**src/design/pcs_rx_mon_pkg.sv**
```systemverilog
package pcs_rx_mon_pkg;
  // ************************************************************
  // Lane geometry
  // ************************************************************
  localparam int NUM_LANES = 4;
  localparam int LANE_GBPS = 10;
  localparam int LANE_W    = 64;
  localparam int TAG_W     = 2;
  localparam int BIP_W     = 8;
  localparam int FLAG_W    = 16;
  // ************************************************************
  // Register map
  // ************************************************************
  localparam int ADDR_W = 12;
  localparam int DATA_W = 32;
  localparam logic [11:0] ADDR_CLK_LOCK   = 12'h321;
  localparam logic [11:0] ADDR_FRAME_ERR  = 12'h323;
  localparam logic [11:0] ADDR_FRM_CLR    = 12'h324;
  localparam logic [11:0] ADDR_ALIGN      = 12'h326;
  localparam logic [11:0] ADDR_FLAG_SEL   = 12'h327;
  localparam logic [11:0] ADDR_FLAG_VIEW  = 12'h328;
  localparam logic [11:0] ADDR_CONFIG     = 12'h329;
  localparam logic [11:0] ADDR_IRQ_STATUS = 12'h32a;
  localparam logic [11:0] ADDR_IRQ_ENABLE = 12'h32b;
  localparam logic [11:0] ADDR_IRQ_CLEAR  = 12'h32c;
  localparam int FLAG_SEL_W = 2;
  localparam int CFG_FAULT_EN = 0;
  localparam int ALIGN_BIT    = 0;
  localparam int CLR_BIT      = 0;
  // ************************************************************
  // Interrupt bits
  // ************************************************************
  localparam int IRQ_W   = 5;
  localparam int IRQ_LOS = 0;
  localparam int IRQ_FRM = 1;
  localparam int IRQ_FCS = 2;
  localparam int IRQ_DEC = 3;
  localparam int IRQ_BIP = 4;
  // ************************************************************
  // Word lock and timing
  // ************************************************************
  localparam logic [6:0] LOCK_GOOD_CNT = 7'h40;
  localparam logic [6:0] LOCK_WIN_CNT  = 7'h40;
  localparam int CLK_PERIOD_PS  = 5000;
  localparam int RX_RESET_NS    = 100;
  localparam int RX_RESET_CYC   = (RX_RESET_NS * 1000 + CLK_PERIOD_PS - 1) / CLK_PERIOD_PS;
  localparam logic [7:0] RX_RESET_CYCLES = 8'(RX_RESET_CYC);
  // ************************************************************
  // Frame check
  // ************************************************************
  localparam logic [31:0] CRC_POLY    = 32'hedb88320;
  localparam logic [31:0] CRC_INIT    = 32'hffffffff;
  localparam logic [31:0] CRC_RESIDUE = 32'hdebb20e3;
  typedef enum logic [1:0] {LANE_HUNT = 2'b01, LANE_LOCKED = 2'b10} word_lock_state_t;
  typedef enum logic [2:0] {
    LINK_DOWN  = 3'b001,
    LINK_UP    = 3'b010,
    LINK_RESET = 3'b100
  } link_state_t;
endpackage

```
**src/design/pcs_rx_link_health_monitor.sv**
```systemverilog
`timescale 1ns/10ps
module pcs_rx_link_health_monitor
  import pcs_rx_mon_pkg::*;
(
  input  logic                                                  sys_clk,
  input  logic                                                  reset_n,
  input  logic [pcs_rx_mon_pkg::ADDR_W-1:0]                     reg_addr,
  input  logic [pcs_rx_mon_pkg::DATA_W-1:0]                     reg_wr_data,
  input  logic                                                  reg_wr,
  input  logic                                                  reg_rd,
  output logic [pcs_rx_mon_pkg::DATA_W-1:0]                     reg_rd_data,
  input  logic [pcs_rx_mon_pkg::NUM_LANES-1:0]                  lane_clock_locked,
  input  logic                                                  signal_detect,
  input  logic                                                  am_lock,
  input  logic [pcs_rx_mon_pkg::NUM_LANES-1:0]                  lane_hdr_strobe,
  input  logic [pcs_rx_mon_pkg::NUM_LANES-1:0]                  lane_hdr_ok,
  input  logic [pcs_rx_mon_pkg::FLAG_W-1:0]                     fifo_flags,
  input  logic [pcs_rx_mon_pkg::NUM_LANES*pcs_rx_mon_pkg::LANE_W-1:0] lane_data,
  input  logic [pcs_rx_mon_pkg::NUM_LANES*pcs_rx_mon_pkg::TAG_W-1:0]  lane_tag,
  input  logic [pcs_rx_mon_pkg::NUM_LANES-1:0]                  lane_am_strobe,
  input  logic [pcs_rx_mon_pkg::NUM_LANES*pcs_rx_mon_pkg::BIP_W-1:0]  lane_bip_rx,
  input  logic [pcs_rx_mon_pkg::NUM_LANES*pcs_rx_mon_pkg::BIP_W-1:0]  lane_bip_calc,
  input  logic [7:0]                                            rx_byte,
  input  logic                                                  rx_byte_valid,
  input  logic                                                  rx_sof,
  input  logic                                                  rx_eof,
  input  logic                                                  ctrl_char_error,
  output logic [pcs_rx_mon_pkg::NUM_LANES*pcs_rx_mon_pkg::LANE_W-1:0] ordered_data,
  output logic                                                  rx_pcs_ready,
  output logic                                                  local_fault_status,
  output logic                                                  rx_digital_reset,
  output logic                                                  fcs_error,
  output logic                                                  mii_decode_error,
  output logic [pcs_rx_mon_pkg::NUM_LANES-1:0]                  bip_error,
  output logic                                                  irq
);
  import pcs_rx_mon_pkg::*;

  // ************************************************************
  // Pin synchronisers
  // ************************************************************
  logic [NUM_LANES-1:0] clk_lock_meta_reg;
  logic [NUM_LANES-1:0] clk_lock_reg;
  logic                 sig_meta_reg;
  logic                 sig_reg;
  logic                 am_meta_reg;
  logic                 am_reg;

  always_ff @(posedge sys_clk or negedge reset_n) begin
    if (!reset_n) begin
      clk_lock_meta_reg <= '0;
      clk_lock_reg      <= '0;
      sig_meta_reg      <= 1'b0;
      sig_reg           <= 1'b0;
      am_meta_reg       <= 1'b0;
      am_reg            <= 1'b0;
    end else begin
      clk_lock_meta_reg <= lane_clock_locked;
      clk_lock_reg      <= clk_lock_meta_reg;
      sig_meta_reg      <= signal_detect;
      sig_reg           <= sig_meta_reg;
      am_meta_reg       <= am_lock;
      am_reg            <= am_meta_reg;
    end
  end

  // ************************************************************
  // Register storage
  // ************************************************************
  logic [DATA_W-1:0]     frm_clr_reg;
  logic [FLAG_SEL_W-1:0] flag_sel_reg;
  logic                  fault_en_reg;
  logic [IRQ_W-1:0]      irq_enable_reg;
  logic [IRQ_W-1:0]      irq_clear;
  logic [IRQ_W-1:0]      irq_status_reg;
  logic [IRQ_W-1:0]      irq_set;
  logic [NUM_LANES-1:0]  frame_err_reg;
  logic [NUM_LANES-1:0]  frm_set;
  logic                  ready_reg;
  logic                  los;

  assign irq_clear = (reg_wr && reg_addr == ADDR_IRQ_CLEAR) ? reg_wr_data[IRQ_W-1:0] : '0;

  always_ff @(posedge sys_clk or negedge reset_n) begin
    if (!reset_n) begin
      frm_clr_reg    <= '0;
      flag_sel_reg   <= '0;
      fault_en_reg   <= 1'b0;
      irq_enable_reg <= '0;
    end else if (reg_wr) begin
      case (reg_addr)
        ADDR_FRM_CLR:    frm_clr_reg    <= reg_wr_data;
        ADDR_FLAG_SEL:   flag_sel_reg   <= reg_wr_data[FLAG_SEL_W-1:0];
        ADDR_CONFIG:     fault_en_reg   <= reg_wr_data[CFG_FAULT_EN];
        ADDR_IRQ_ENABLE: irq_enable_reg <= reg_wr_data[IRQ_W-1:0];
        default:         ;
      endcase
    end
  end

  // ************************************************************
  // Word lock per lane
  // ************************************************************
  // Lock is lost only on a window of all bad headers, so a locked noisy lane stays locked
  logic [NUM_LANES-1:0] word_locked;

  for (genvar l = 0; l < NUM_LANES; l++) begin : g_lane
    word_lock_state_t st_reg;
    logic [6:0]       good_reg;
    logic [6:0]       win_reg;
    logic [6:0]       bad_reg;
    logic             bad_hdr;

    assign bad_hdr        = lane_hdr_strobe[l] & ~lane_hdr_ok[l];
    assign word_locked[l] = (st_reg == LANE_LOCKED);
    assign frm_set[l]     = bad_hdr | ~word_locked[l];

    always_ff @(posedge sys_clk or negedge reset_n) begin
      if (!reset_n) begin
        st_reg   <= LANE_HUNT;
        good_reg <= '0;
        win_reg  <= '0;
        bad_reg  <= '0;
      end else if (lane_hdr_strobe[l]) begin
        case (st_reg)
          LANE_HUNT: begin
            win_reg <= '0;
            bad_reg <= '0;
            if (!lane_hdr_ok[l]) begin
              good_reg <= '0;
            end else if (good_reg == LOCK_GOOD_CNT - 7'h01) begin
              good_reg <= '0;
              st_reg   <= LANE_LOCKED;
            end else begin
              good_reg <= good_reg + 7'h01;
            end
          end
          LANE_LOCKED: begin
            if (win_reg == LOCK_WIN_CNT - 7'h01) begin
              win_reg <= '0;
              bad_reg <= '0;
              if (bad_reg + {6'h00, bad_hdr} == LOCK_WIN_CNT) begin
                st_reg <= LANE_HUNT;
              end
            end else begin
              win_reg <= win_reg + 7'h01;
              bad_reg <= bad_reg + {6'h00, bad_hdr};
            end
          end
          default: st_reg <= LANE_HUNT;
        endcase
      end
    end
  end

  // ************************************************************
  // Frame error latch
  // ************************************************************
  // Held clear while the clear bit is one; a new error still wins
  always_ff @(posedge sys_clk or negedge reset_n) begin
    if (!reset_n) begin
      frame_err_reg <= '0;
    end else begin
      frame_err_reg <= frm_set |
        (frame_err_reg & ~{NUM_LANES{frm_clr_reg[CLR_BIT]}});
    end
  end

  // ************************************************************
  // Link state and loss of signal
  // ************************************************************
  link_state_t state_reg;
  logic [7:0]  rst_cnt_reg;
  logic        rx_rst_reg;
  logic        fault_reg;

  assign los = ~sig_reg;

  always_ff @(posedge sys_clk or negedge reset_n) begin
    if (!reset_n) begin
      state_reg   <= LINK_DOWN;
      ready_reg   <= 1'b0;
      rst_cnt_reg <= '0;
      rx_rst_reg  <= 1'b0;
    end else begin
      case (state_reg)
        LINK_DOWN: begin
          if (!los && am_reg && (&word_locked)) begin
            state_reg <= LINK_UP;
            ready_reg <= 1'b1;
          end
        end
        LINK_UP: begin
          if (los) begin
            state_reg   <= LINK_RESET;
            ready_reg   <= 1'b0;
            rst_cnt_reg <= RX_RESET_CYCLES;
            rx_rst_reg  <= 1'b1;
          end else if (!am_reg) begin
            state_reg <= LINK_DOWN;
            ready_reg <= 1'b0;
          end
        end
        LINK_RESET: begin
          if (rst_cnt_reg == 8'h01) begin
            state_reg  <= LINK_DOWN;
            rx_rst_reg <= 1'b0;
          end
          rst_cnt_reg <= rst_cnt_reg - 8'h01;
        end
        default: begin
          state_reg  <= LINK_DOWN;
          ready_reg  <= 1'b0;
          rx_rst_reg <= 1'b0;
        end
      endcase
    end
  end

  // No transmit path is touched here; only receive state resets
  always_ff @(posedge sys_clk or negedge reset_n) begin
    if (!reset_n) begin
      fault_reg <= 1'b0;
    end else begin
      fault_reg <= fault_en_reg & los;
    end
  end

  // ************************************************************
  // Frame check and decode errors
  // ************************************************************
  function automatic logic [31:0] crc_byte(input logic [31:0] c, input logic [7:0] b);
    logic [31:0] r;
    r = c;
    for (int i = 0; i < 8; i++) begin
      r = (r >> 1) ^ (CRC_POLY & {32{r[0] ^ b[i]}});
    end
    return r;
  endfunction

  logic [31:0] crc_reg;
  logic [31:0] crc_now;
  logic        fcs_err_reg;
  logic        dec_err_reg;

  assign crc_now = crc_byte(rx_sof ? CRC_INIT : crc_reg, rx_byte);

  // Residue check covers the inverted FCS without a separate compare
  always_ff @(posedge sys_clk or negedge reset_n) begin
    if (!reset_n) begin
      crc_reg     <= CRC_INIT;
      fcs_err_reg <= 1'b0;
      dec_err_reg <= 1'b0;
    end else begin
      fcs_err_reg <= rx_byte_valid & rx_eof & (crc_now != CRC_RESIDUE);
      dec_err_reg <= ctrl_char_error;
      if (rx_byte_valid) begin
        crc_reg <= crc_now;
      end
    end
  end

  // ************************************************************
  // Lane reorder and marker parity
  // ************************************************************
  logic [NUM_LANES*LANE_W-1:0] ordered_reg;
  logic [NUM_LANES*LANE_W-1:0] ordered_next;
  logic [NUM_LANES-1:0]        bip_err_reg;

  always_comb begin
    ordered_next = '0;
    for (int v = 0; v < NUM_LANES; v++) begin
      for (int p = 0; p < NUM_LANES; p++) begin
        if (lane_tag[p*TAG_W +: TAG_W] == TAG_W'(v)) begin
          ordered_next[v*LANE_W +: LANE_W] = lane_data[p*LANE_W +: LANE_W];
        end
      end
    end
  end

  always_ff @(posedge sys_clk or negedge reset_n) begin
    if (!reset_n) begin
      ordered_reg <= '0;
      bip_err_reg <= '0;
    end else begin
      ordered_reg <= ordered_next;
      for (int l = 0; l < NUM_LANES; l++) begin
        bip_err_reg[l] <= lane_am_strobe[l] &
          (lane_bip_rx[l*BIP_W +: BIP_W] != lane_bip_calc[l*BIP_W +: BIP_W]);
      end
    end
  end

  // ************************************************************
  // Interrupts
  // ************************************************************
  logic irq_reg;

  always_comb begin
    irq_set          = '0;
    irq_set[IRQ_LOS] = los & (state_reg == LINK_UP);
    irq_set[IRQ_FRM] = |(frm_set & ~frame_err_reg);
    irq_set[IRQ_FCS] = fcs_err_reg;
    irq_set[IRQ_DEC] = dec_err_reg;
    irq_set[IRQ_BIP] = |bip_err_reg;
  end

  always_ff @(posedge sys_clk or negedge reset_n) begin
    if (!reset_n) begin
      irq_status_reg <= '0;
      irq_reg        <= 1'b0;
    end else begin
      irq_status_reg <= irq_set | (irq_status_reg & ~irq_clear);
      irq_reg        <= |(irq_status_reg & irq_enable_reg);
    end
  end

  // ************************************************************
  // Register read
  // ************************************************************
  logic [DATA_W-1:0] rd_reg;
  logic [3:0]        flag_view;

  assign flag_view = fifo_flags[flag_sel_reg*4 +: 4];

  always_ff @(posedge sys_clk or negedge reset_n) begin
    if (!reset_n) begin
      rd_reg <= '0;
    end else begin
      rd_reg <= '0;
      if (reg_rd) begin
        case (reg_addr)
          ADDR_CLK_LOCK:   rd_reg <= DATA_W'(clk_lock_reg);
          ADDR_FRAME_ERR:  rd_reg <= DATA_W'(frame_err_reg);
          ADDR_FRM_CLR:    rd_reg <= frm_clr_reg;
          ADDR_ALIGN:      rd_reg <= DATA_W'(ready_reg) << ALIGN_BIT;
          ADDR_FLAG_SEL:   rd_reg <= DATA_W'(flag_sel_reg);
          ADDR_FLAG_VIEW:  rd_reg <= DATA_W'(flag_view);
          ADDR_CONFIG:     rd_reg <= DATA_W'(fault_en_reg);
          ADDR_IRQ_STATUS: rd_reg <= DATA_W'(irq_status_reg);
          ADDR_IRQ_ENABLE: rd_reg <= DATA_W'(irq_enable_reg);
          default:         rd_reg <= '0;
        endcase
      end
    end
  end

  // ************************************************************
  // Outputs
  // ************************************************************
  assign reg_rd_data        = rd_reg;
  assign rx_pcs_ready       = ready_reg;
  assign local_fault_status = fault_reg;
  assign rx_digital_reset   = rx_rst_reg;
  assign fcs_error          = fcs_err_reg;
  assign mii_decode_error   = dec_err_reg;
  assign bip_error          = bip_err_reg;
  assign ordered_data       = ordered_reg;
  assign irq                = irq_reg;
endmodule

```
**config.mk**
```make
export PLATFORM = sky130hd
export DESIGN_NAME = pcs_rx_link_health_monitor
export DESIGN_NICKNAME = d
export VERILOG_FILES = /design/src/design/pcs_rx_mon_pkg.sv /design/src/design/pcs_rx_link_health_monitor.sv
export SDC_FILE = /design/constraint.sdc
export NUM_CORES = 1
export LEC_CHECK = 0
export ABC_AREA = 1
export BUFFER_PORTS_ARGS = -buffer_cell sky130_fd_sc_hd__buf_4
export CAP_MARGIN = 10
export CORE_ASPECT_RATIO = 1.4
export CORE_MARGIN = 5
export CORE_UTILIZATION = 32
export DETAILED_ROUTE_END_ITERATION = 16
export PLACE_DENSITY_LB_ADDON = 0.1
export SYNTH_ARGS = -nofsm -noshare
export SYNTH_HDL_FRONTEND = slang
export SYNTH_SLANG_ARGS = --single-unit
```
**constraint.sdc**
```tcl
create_clock -name sys_clk -period 5.9 [get_ports sys_clk]
set_clock_uncertainty 0.15 [all_clocks]
set_input_delay 1.77 -clock sys_clk [delete_from_list [all_inputs] [get_ports sys_clk]]
set_output_delay 1.77 -clock sys_clk [all_outputs]
set_load 0.03 [all_outputs]
```
==> impl_metrics.tcl, run 1 <==
set metrics [dict create \
    avgRoutedWirePerCell_um 23.5 \
    fin_crit_sh_pct 63.4 \
    cts_tree "built" \
    synth-seq-area-share_pct 46.8 \
    report.final.slew_viol_count 0 \
    place_hpwl_um 84800 \
    finalSetupViolCount 0 \
    die_w_um 253 \
    path_class "primary input to flip-flop" \
    min_from "clk_lock_meta_reg[2]" \
    ys_seq_elements 494 \
    fin_tns_setup_ps 0 \
    yosys.area.top_type "dfrtp_1" \
    core_area_sq_um 82600 \
    arrival_ps 4100 \
    outcome "finished clean" \
    syn-instance-count 3217 \
    cts_resized 0 \
    synth_top_family_by_area "compound AO/OA/AOI/OAI gates" \
    ys_async_sr_fraction_pct 100 \
    avgSynthCellArea_sq_um 8.24 \
    synth_cell_type_count 56 \
    cellPowerDensity_nw_per_um2 317 \
    start_util_pct 32.1 \
    power_uw 11100 \
    firstDrtPassIters 5 \
    cts-htree-levels 2 \
    rsz0062_at_grt "false" \
    synth-xor-area-share_pct 2.68 \
    critPathMaxStageDelay_ps 620 \
    cpMaxStageDelayCell "nand2_2" \
    max_freq_mhz 267 \
    leakage_uw 0.0167 \
    crit_fanout 37 \
    yosys.area_share.simple_pct 13.7 \
    drv_cap 0 \
    cts_root_buf "clkbuf_16" \
    io_pins 720 \
    cp-end-kind "flip-flop" \
    die_h_um 350 \
    gp_congestion 0.890 \
    crit_buf_inv 2 \
    port_buffers 719 \
    overflow 0 \
    drtIter0Drc 1985 \
    r2r_slack_ps 3010 \
    cts_buffers 55 \
    drc 0 \
    hold_class "flip-flop to flip-flop" \
    synthMuxAreaShare_pct 1.26 \
    cp-startpoint "reg_addr[11]" \
    critical_path.cell_chain "buf_4, nor2_1, nand3_1, nor3_2, nand2_1, inv_2, nand2_2, mux2_1" \
    clk_latency_ps 650 \
    clock-sinks 494 \
    required_ps 6250 \
    hold_buffers 0 \
    start_kind "primary input" \
    synth_compound_area_share_pct 25.6 \
    worstMarginPinSlew_ps 1100 \
    nFillCells 8342 \
    grt_max_degree 98 \
    path_delay_family "simple AND/OR/NAND/NOR gates" \
    synth.top_cell.area_share_pct 43.2 \
    grt_pass1_wl_um 172000 \
    clockBufferDepth 3 \
    slew_headroom_pct 26.5 \
    hold_viol_final 0 \
    synth_flop_cell "dfrtp_1" \
    drive_above_1_share_pct 25.7 \
    fp-row-count 125 \
    via_per_inst 5.40 \
    die_area_sq_um 88700 \
    syn_nets 3666 \
    syn_area_sq_um 26500 \
    synth_area_leaders "dfrtp_1 (43%), o21ai_0 (10%), nand2_1 (5.4%)" \
    largest_reg_flops 256 \
    clk_pin_slew_ps 60 \
    synth-edff-count 0 \
    dr_total_vias 26800 \
    synth_warnings 0 \
    period_needed_ps 3740 \
    drt_wl_total_um 117000 \
    antenna_found_initial 19 \
    area_growth_pct 31.8 \
    ir_drop_mv 0.233 \
    track_usage_pct 25.2 \
    ant_nets 0 \
    synthAdderAreaFrac_pct 1.28 \
    cts_setup_buffers 0 \
    reg2reg_from "g_lane[0].st_reg[0]" \
    grt_pass1_vias 26700 \
    fin_nets 4277 \
]
[path summary, 6_finish.rpt]
kind                                         to  depth (start not counted)
max reg2reg                g_lane[0].win_reg[5]                          8
min                             clk_lock_reg[2]                          0
min reg2reg                     clk_lock_reg[2]                          0
min in group asynchronous      ordered_data[22]                          1
max in group asynchronous           crc_reg[10]                          2
max                             frm_clr_reg[28]                          8
[worst register-to-register path: cells and delay by family (launching register included)]
family / cells / cell delay, ps
flops: 1 / 540
fa+ha+maj: 1 / 290
xor+xnor: 1 / 160
simple gates: 4 / 1150
buf+inv: 2 / 480
[cells in the mapped netlist, types with 4 or more instances]
cell type,n
buf_1,16
clkbuf_1,194
buf_6,4
a21oi_1,107
mux2_2,25
inv_2,9
nand2_1,379
nand2_2,26
o21ai_0,535
o31ai_1,66
nor2_2,5
dfrtp_1,457
nand2_4,5
xnor2_1,14
nand4_1,15
o211ai_1,66
ha_1,27
o221ai_1,64
nand3b_1,10
nor2_1,186
nand3_1,109
a31oi_1,145
inv_1,360
dfstp_2,37
buf_2,4
nor4_1,9
nor3_1,83
o22ai_1,145
xor2_1,67
[placed cells by master, fill, tap and decap left out, types with 9 or more instances in the layout]
cell type and instances:
a21oi_1 107, a31oi_1 145, buf_12 9, buf_4 765
clkbuf_1 11, clkbuf_16 55, clkbuf_8 11, clkinv_2 12
dfrtp_1 457, dfstp_2 37, diode_2 14, ha_1 27
inv_1 359, inv_2 9, mux2_2 25, nand2_1 369
nand2_2 27, nand2_4 14, nand3_1 109, nand3b_1 10
nand4_1 15, nor2_1 182, nor3_1 83, nor4_1 9
o211ai_1 66, o21ai_0 535, o221ai_1 64, o22ai_1 145
o31ai_1 66, xnor2_1 14, xor2_1 67
[final cells by class]
type	instances	area [sq um]	share of cell area [%]
Timing Repair Buffer	775	5940	17.0
Clock buffer	77	1570	4.49
Sequential cell	494	12400	35.5
Tap cell	1079	1350	3.87
Inverter	373	1400	4.02
Clock inverter	25	305	0.874
Multi-Input combinational cell	2129	11900	34.1
Antenna cell	14	35.0	0.100
[per-stage QoR]
stage	instance area (sq um)	std cells	util, %	hold slack, ps	worst slack [ps]
final	34900	4966	42.3	197	2160
after global routing	34900	4964	42.3	206	1980
after CTS	34900	4952	42.2	198	2170
after detailed placement	33000	4850	40.0	186	1470
after global placement	33000	4850	40.0	183	1500
after floorplan	26500	3217	-	181	2400
[power by group]
| group | internal [uW] | switching, uW | leakage [uW] |
|---|---|---|---|
| Sequential | 3900 | 269 | 0.00623 |
| Combinational | 1120 | 2170 | 0.00955 |
| Clock | 2080 | 1530 | 0.000916 |
[logic make-up (layout without fill, tap and decap cells)]
group                      Yosys count  after routing
AOI/OAI and AO/OA                 1154           1154
and+or+nand+nor                    837            837
buffers and inverters              594           1250
DFF                                494            494
xor gates and xnor gates            81             81
muxes                               30             30
adders and majority gates           27             27
other                                0             14
[routing by layer]
metal  vias up  part of all wire, %  track usage (%)
met5         -                0.023                0
met4         6                  4.0             10.4
met3       205                  8.5             7.06
met2      1163                   49             42.9
met1     12900                   38             29.9
li1      12500                    -                -
(Power assumes the default switching activity.)
==> inputs of run 2 (changes only) <==
==> constraint.sdc (replaced) <==
create_clock -name sys_clk -period 3.3 [get_ports sys_clk]
set_clock_uncertainty 0.15 [all_clocks]
set_input_delay 0.99 -clock sys_clk [delete_from_list [all_inputs] [get_ports sys_clk]]
set_output_delay 0.99 -clock sys_clk [all_outputs]
set_load 0.03 [all_outputs]
==> run 2 against run 1 <==
Net effect:
- worst hold slack got worse by 68 ps
- via count is 0.89% higher
- sequential cell count unchanged
- combinational power increased by 82%
- worst setup slack worse by 1400 ps
- sequential share of layout area down 0.59 points
==> impl_metrics.tcl, run 2 (same netlist as run 1, synthesis figures left out) <==
set metrics [dict create \
    outcome "finished clean" \
    avgRoutedWirePerCell_um 23.4 \
    start_util_pct 32.1 \
    report.final.slew_viol_count 0 \
    multiInputGateArea_sq_um 11900 \
    placed_area_sq_um 33500 \
    drc 0 \
    fp-row-count 125 \
    rsz0062_at_grt "false" \
    finalSetupViolCount 0 \
    clk_latency_ps 630 \
    nFillCells 8386 \
    die_w_um 253 \
    hold_viol_final 0 \
    ir_drop_mv 0.453 \
    mostFrequentLayoutCells "buf_4 (785), o21ai_0 (535), dfrtp_1 (457), nand2_1 (369), inv_1 (359)" \
    required_ps 3660 \
    cts-htree-levels 2 \
    critical_path.cell_chain "buf_4, inv_4, nand2_1, nand2_1, nand2_4, nand2_2, nand2_4, ha_1, inv_1, nor2_1, nand3_1, nor3_1, nand3_1, nor2_1, a21oi_1" \
    cts_root_buf "clkbuf_16" \
    cts_tree "built" \
    max_freq_mhz 394 \
    io_pins 720 \
    ant_nets 0 \
    track_usage_pct 25.2 \
    die_area_sq_um 88700 \
    gp_congestion 0.881 \
    port_buffers 719 \
    period_needed_ps 2540 \
    fin_crit_sh_pct 76.8 \
    grt_max_degree 91 \
    post-route-util_pct 43.0 \
    slew_headroom_pct 40.3 \
    cts_buffers 54 \
    cts_setup_buffers 0 \
    path_class "primary input to flip-flop" \
    arrival_ps 2890 \
    design_area_sq_um 35500 \
    ff_latch_area_sq_um 12400 \
    clk_pin_slew_ps 70 \
    hold_buffers 0 \
    fin_tns_setup_ps 0 \
    drtIter0Drc 1998 \
    clockBufferDepth 3 \
    crit_buf_inv 3 \
    cellPowerDensity_nw_per_um2 567 \
    hold_class "primary input to asynchronous set/reset pin" \
    cp-end-kind "flip-flop" \
    via_per_inst 5.40 \
    crit_fanout 21 \
    drv_cap 0 \
    dr_total_vias 27000 \
    clock-sinks 494 \
    fin_nets 4314 \
    die_h_um 350 \
    leakage_uw 0.0170 \
    cts_resized 0 \
    grt_pass1_vias 27100 \
    core_area_sq_um 82600 \
    place_hpwl_um 86500 \
    grt_pass1_wl_um 173000 \
    power_uw 20100 \
    worstMarginPinSlew_ps 891 \
    drt_wl_total_um 117000 \
    cpMaxStageDelayCell "buf_4" \
    path_delay_family "simple AND/OR/NAND/NOR gates" \
    firstDrtPassIters 6 \
    area_growth_pct 34.0 \
    critPathMaxStageDelay_ps 280 \
    final_common_cell "buf_4" \
    start_kind "primary input" \
    largest_reg_flops 256 \
    drive_above_1_share_pct 26.5 \
    antenna_found_initial 20 \
    overflow 0 \
]
==> run 2: final timing paths <==
check | start | end | slack (ps) | cells after the start
setup / recovery | rx_sof | fcs_error | 760 | 15
hold / removal | reset_n | ordered_data[14] | 130 | 1
setup reg to reg | g_lane[1].st_reg[0] | g_lane[1].win_reg[5] | 970 | 8
hold reg to reg | clk_lock_meta_reg[3] | clk_lock_reg[3] | 200 | 0
max in group asynchronous | reset_n | g_lane[0].st_reg[0] | 1980 | 2
min in group sys_clk | clk_lock_meta_reg[3] | clk_lock_reg[3] | 200 | 0
==> run 2: layer usage <==
layer	vias up	GRT usage, %	wire (um)
li1	12600	-	-
met1	13100	29.8	43900
met2	1192	43.2	57800
met3	215	7.10	10700
met4	4	10.5	4820
met5	-	0	21
==> run 2: cell type report <==
cell class,count,area share (%)
flip-flops and latches,494,34.9
multi-input cells,2129,33.5
repair buffers,813,18.2
clock buffers,76,4.40
inverters,373,3.95
well taps,1079,3.80
clock inverters,25,1.08
diodes,15,0.106
==> run 2: power by group <==
| part | total (uW) | switching (uW) | internal, uW | leakage (uW) |
|---|---|---|---|---|
| clock | 6660 | 2710 | 3950 | 0.000952 |
| sequential | 7500 | 522 | 6970 | 0.00623 |
| combinational | 6000 | 3890 | 2110 | 0.00982 |
| total | 20100 | 7120 | 13000 | 0.0170 |
==> run 2: metrics by stage <==
step / hold slack (ps) / cells / setup WS, ps
after floorplan: 181 / 3217 / 579
after global placement: 184 / 4888 / 172
after detailed placement: 189 / 4888 / 162
after CTS: 110 / 4989 / 782
after global routing: 130 / 5000 / 610
final: 129 / 5004 / 765
==> run 2: worst reg2reg max path, cell delays in order (launching register included) <==
cell and delay (ps):
dfstp_2 540, inv_1 40, ha_1 280, nor2_1 150
clkinv_1 250, nor4_1 430, nand3_1 150, xor2_1 160
nor2_1 50
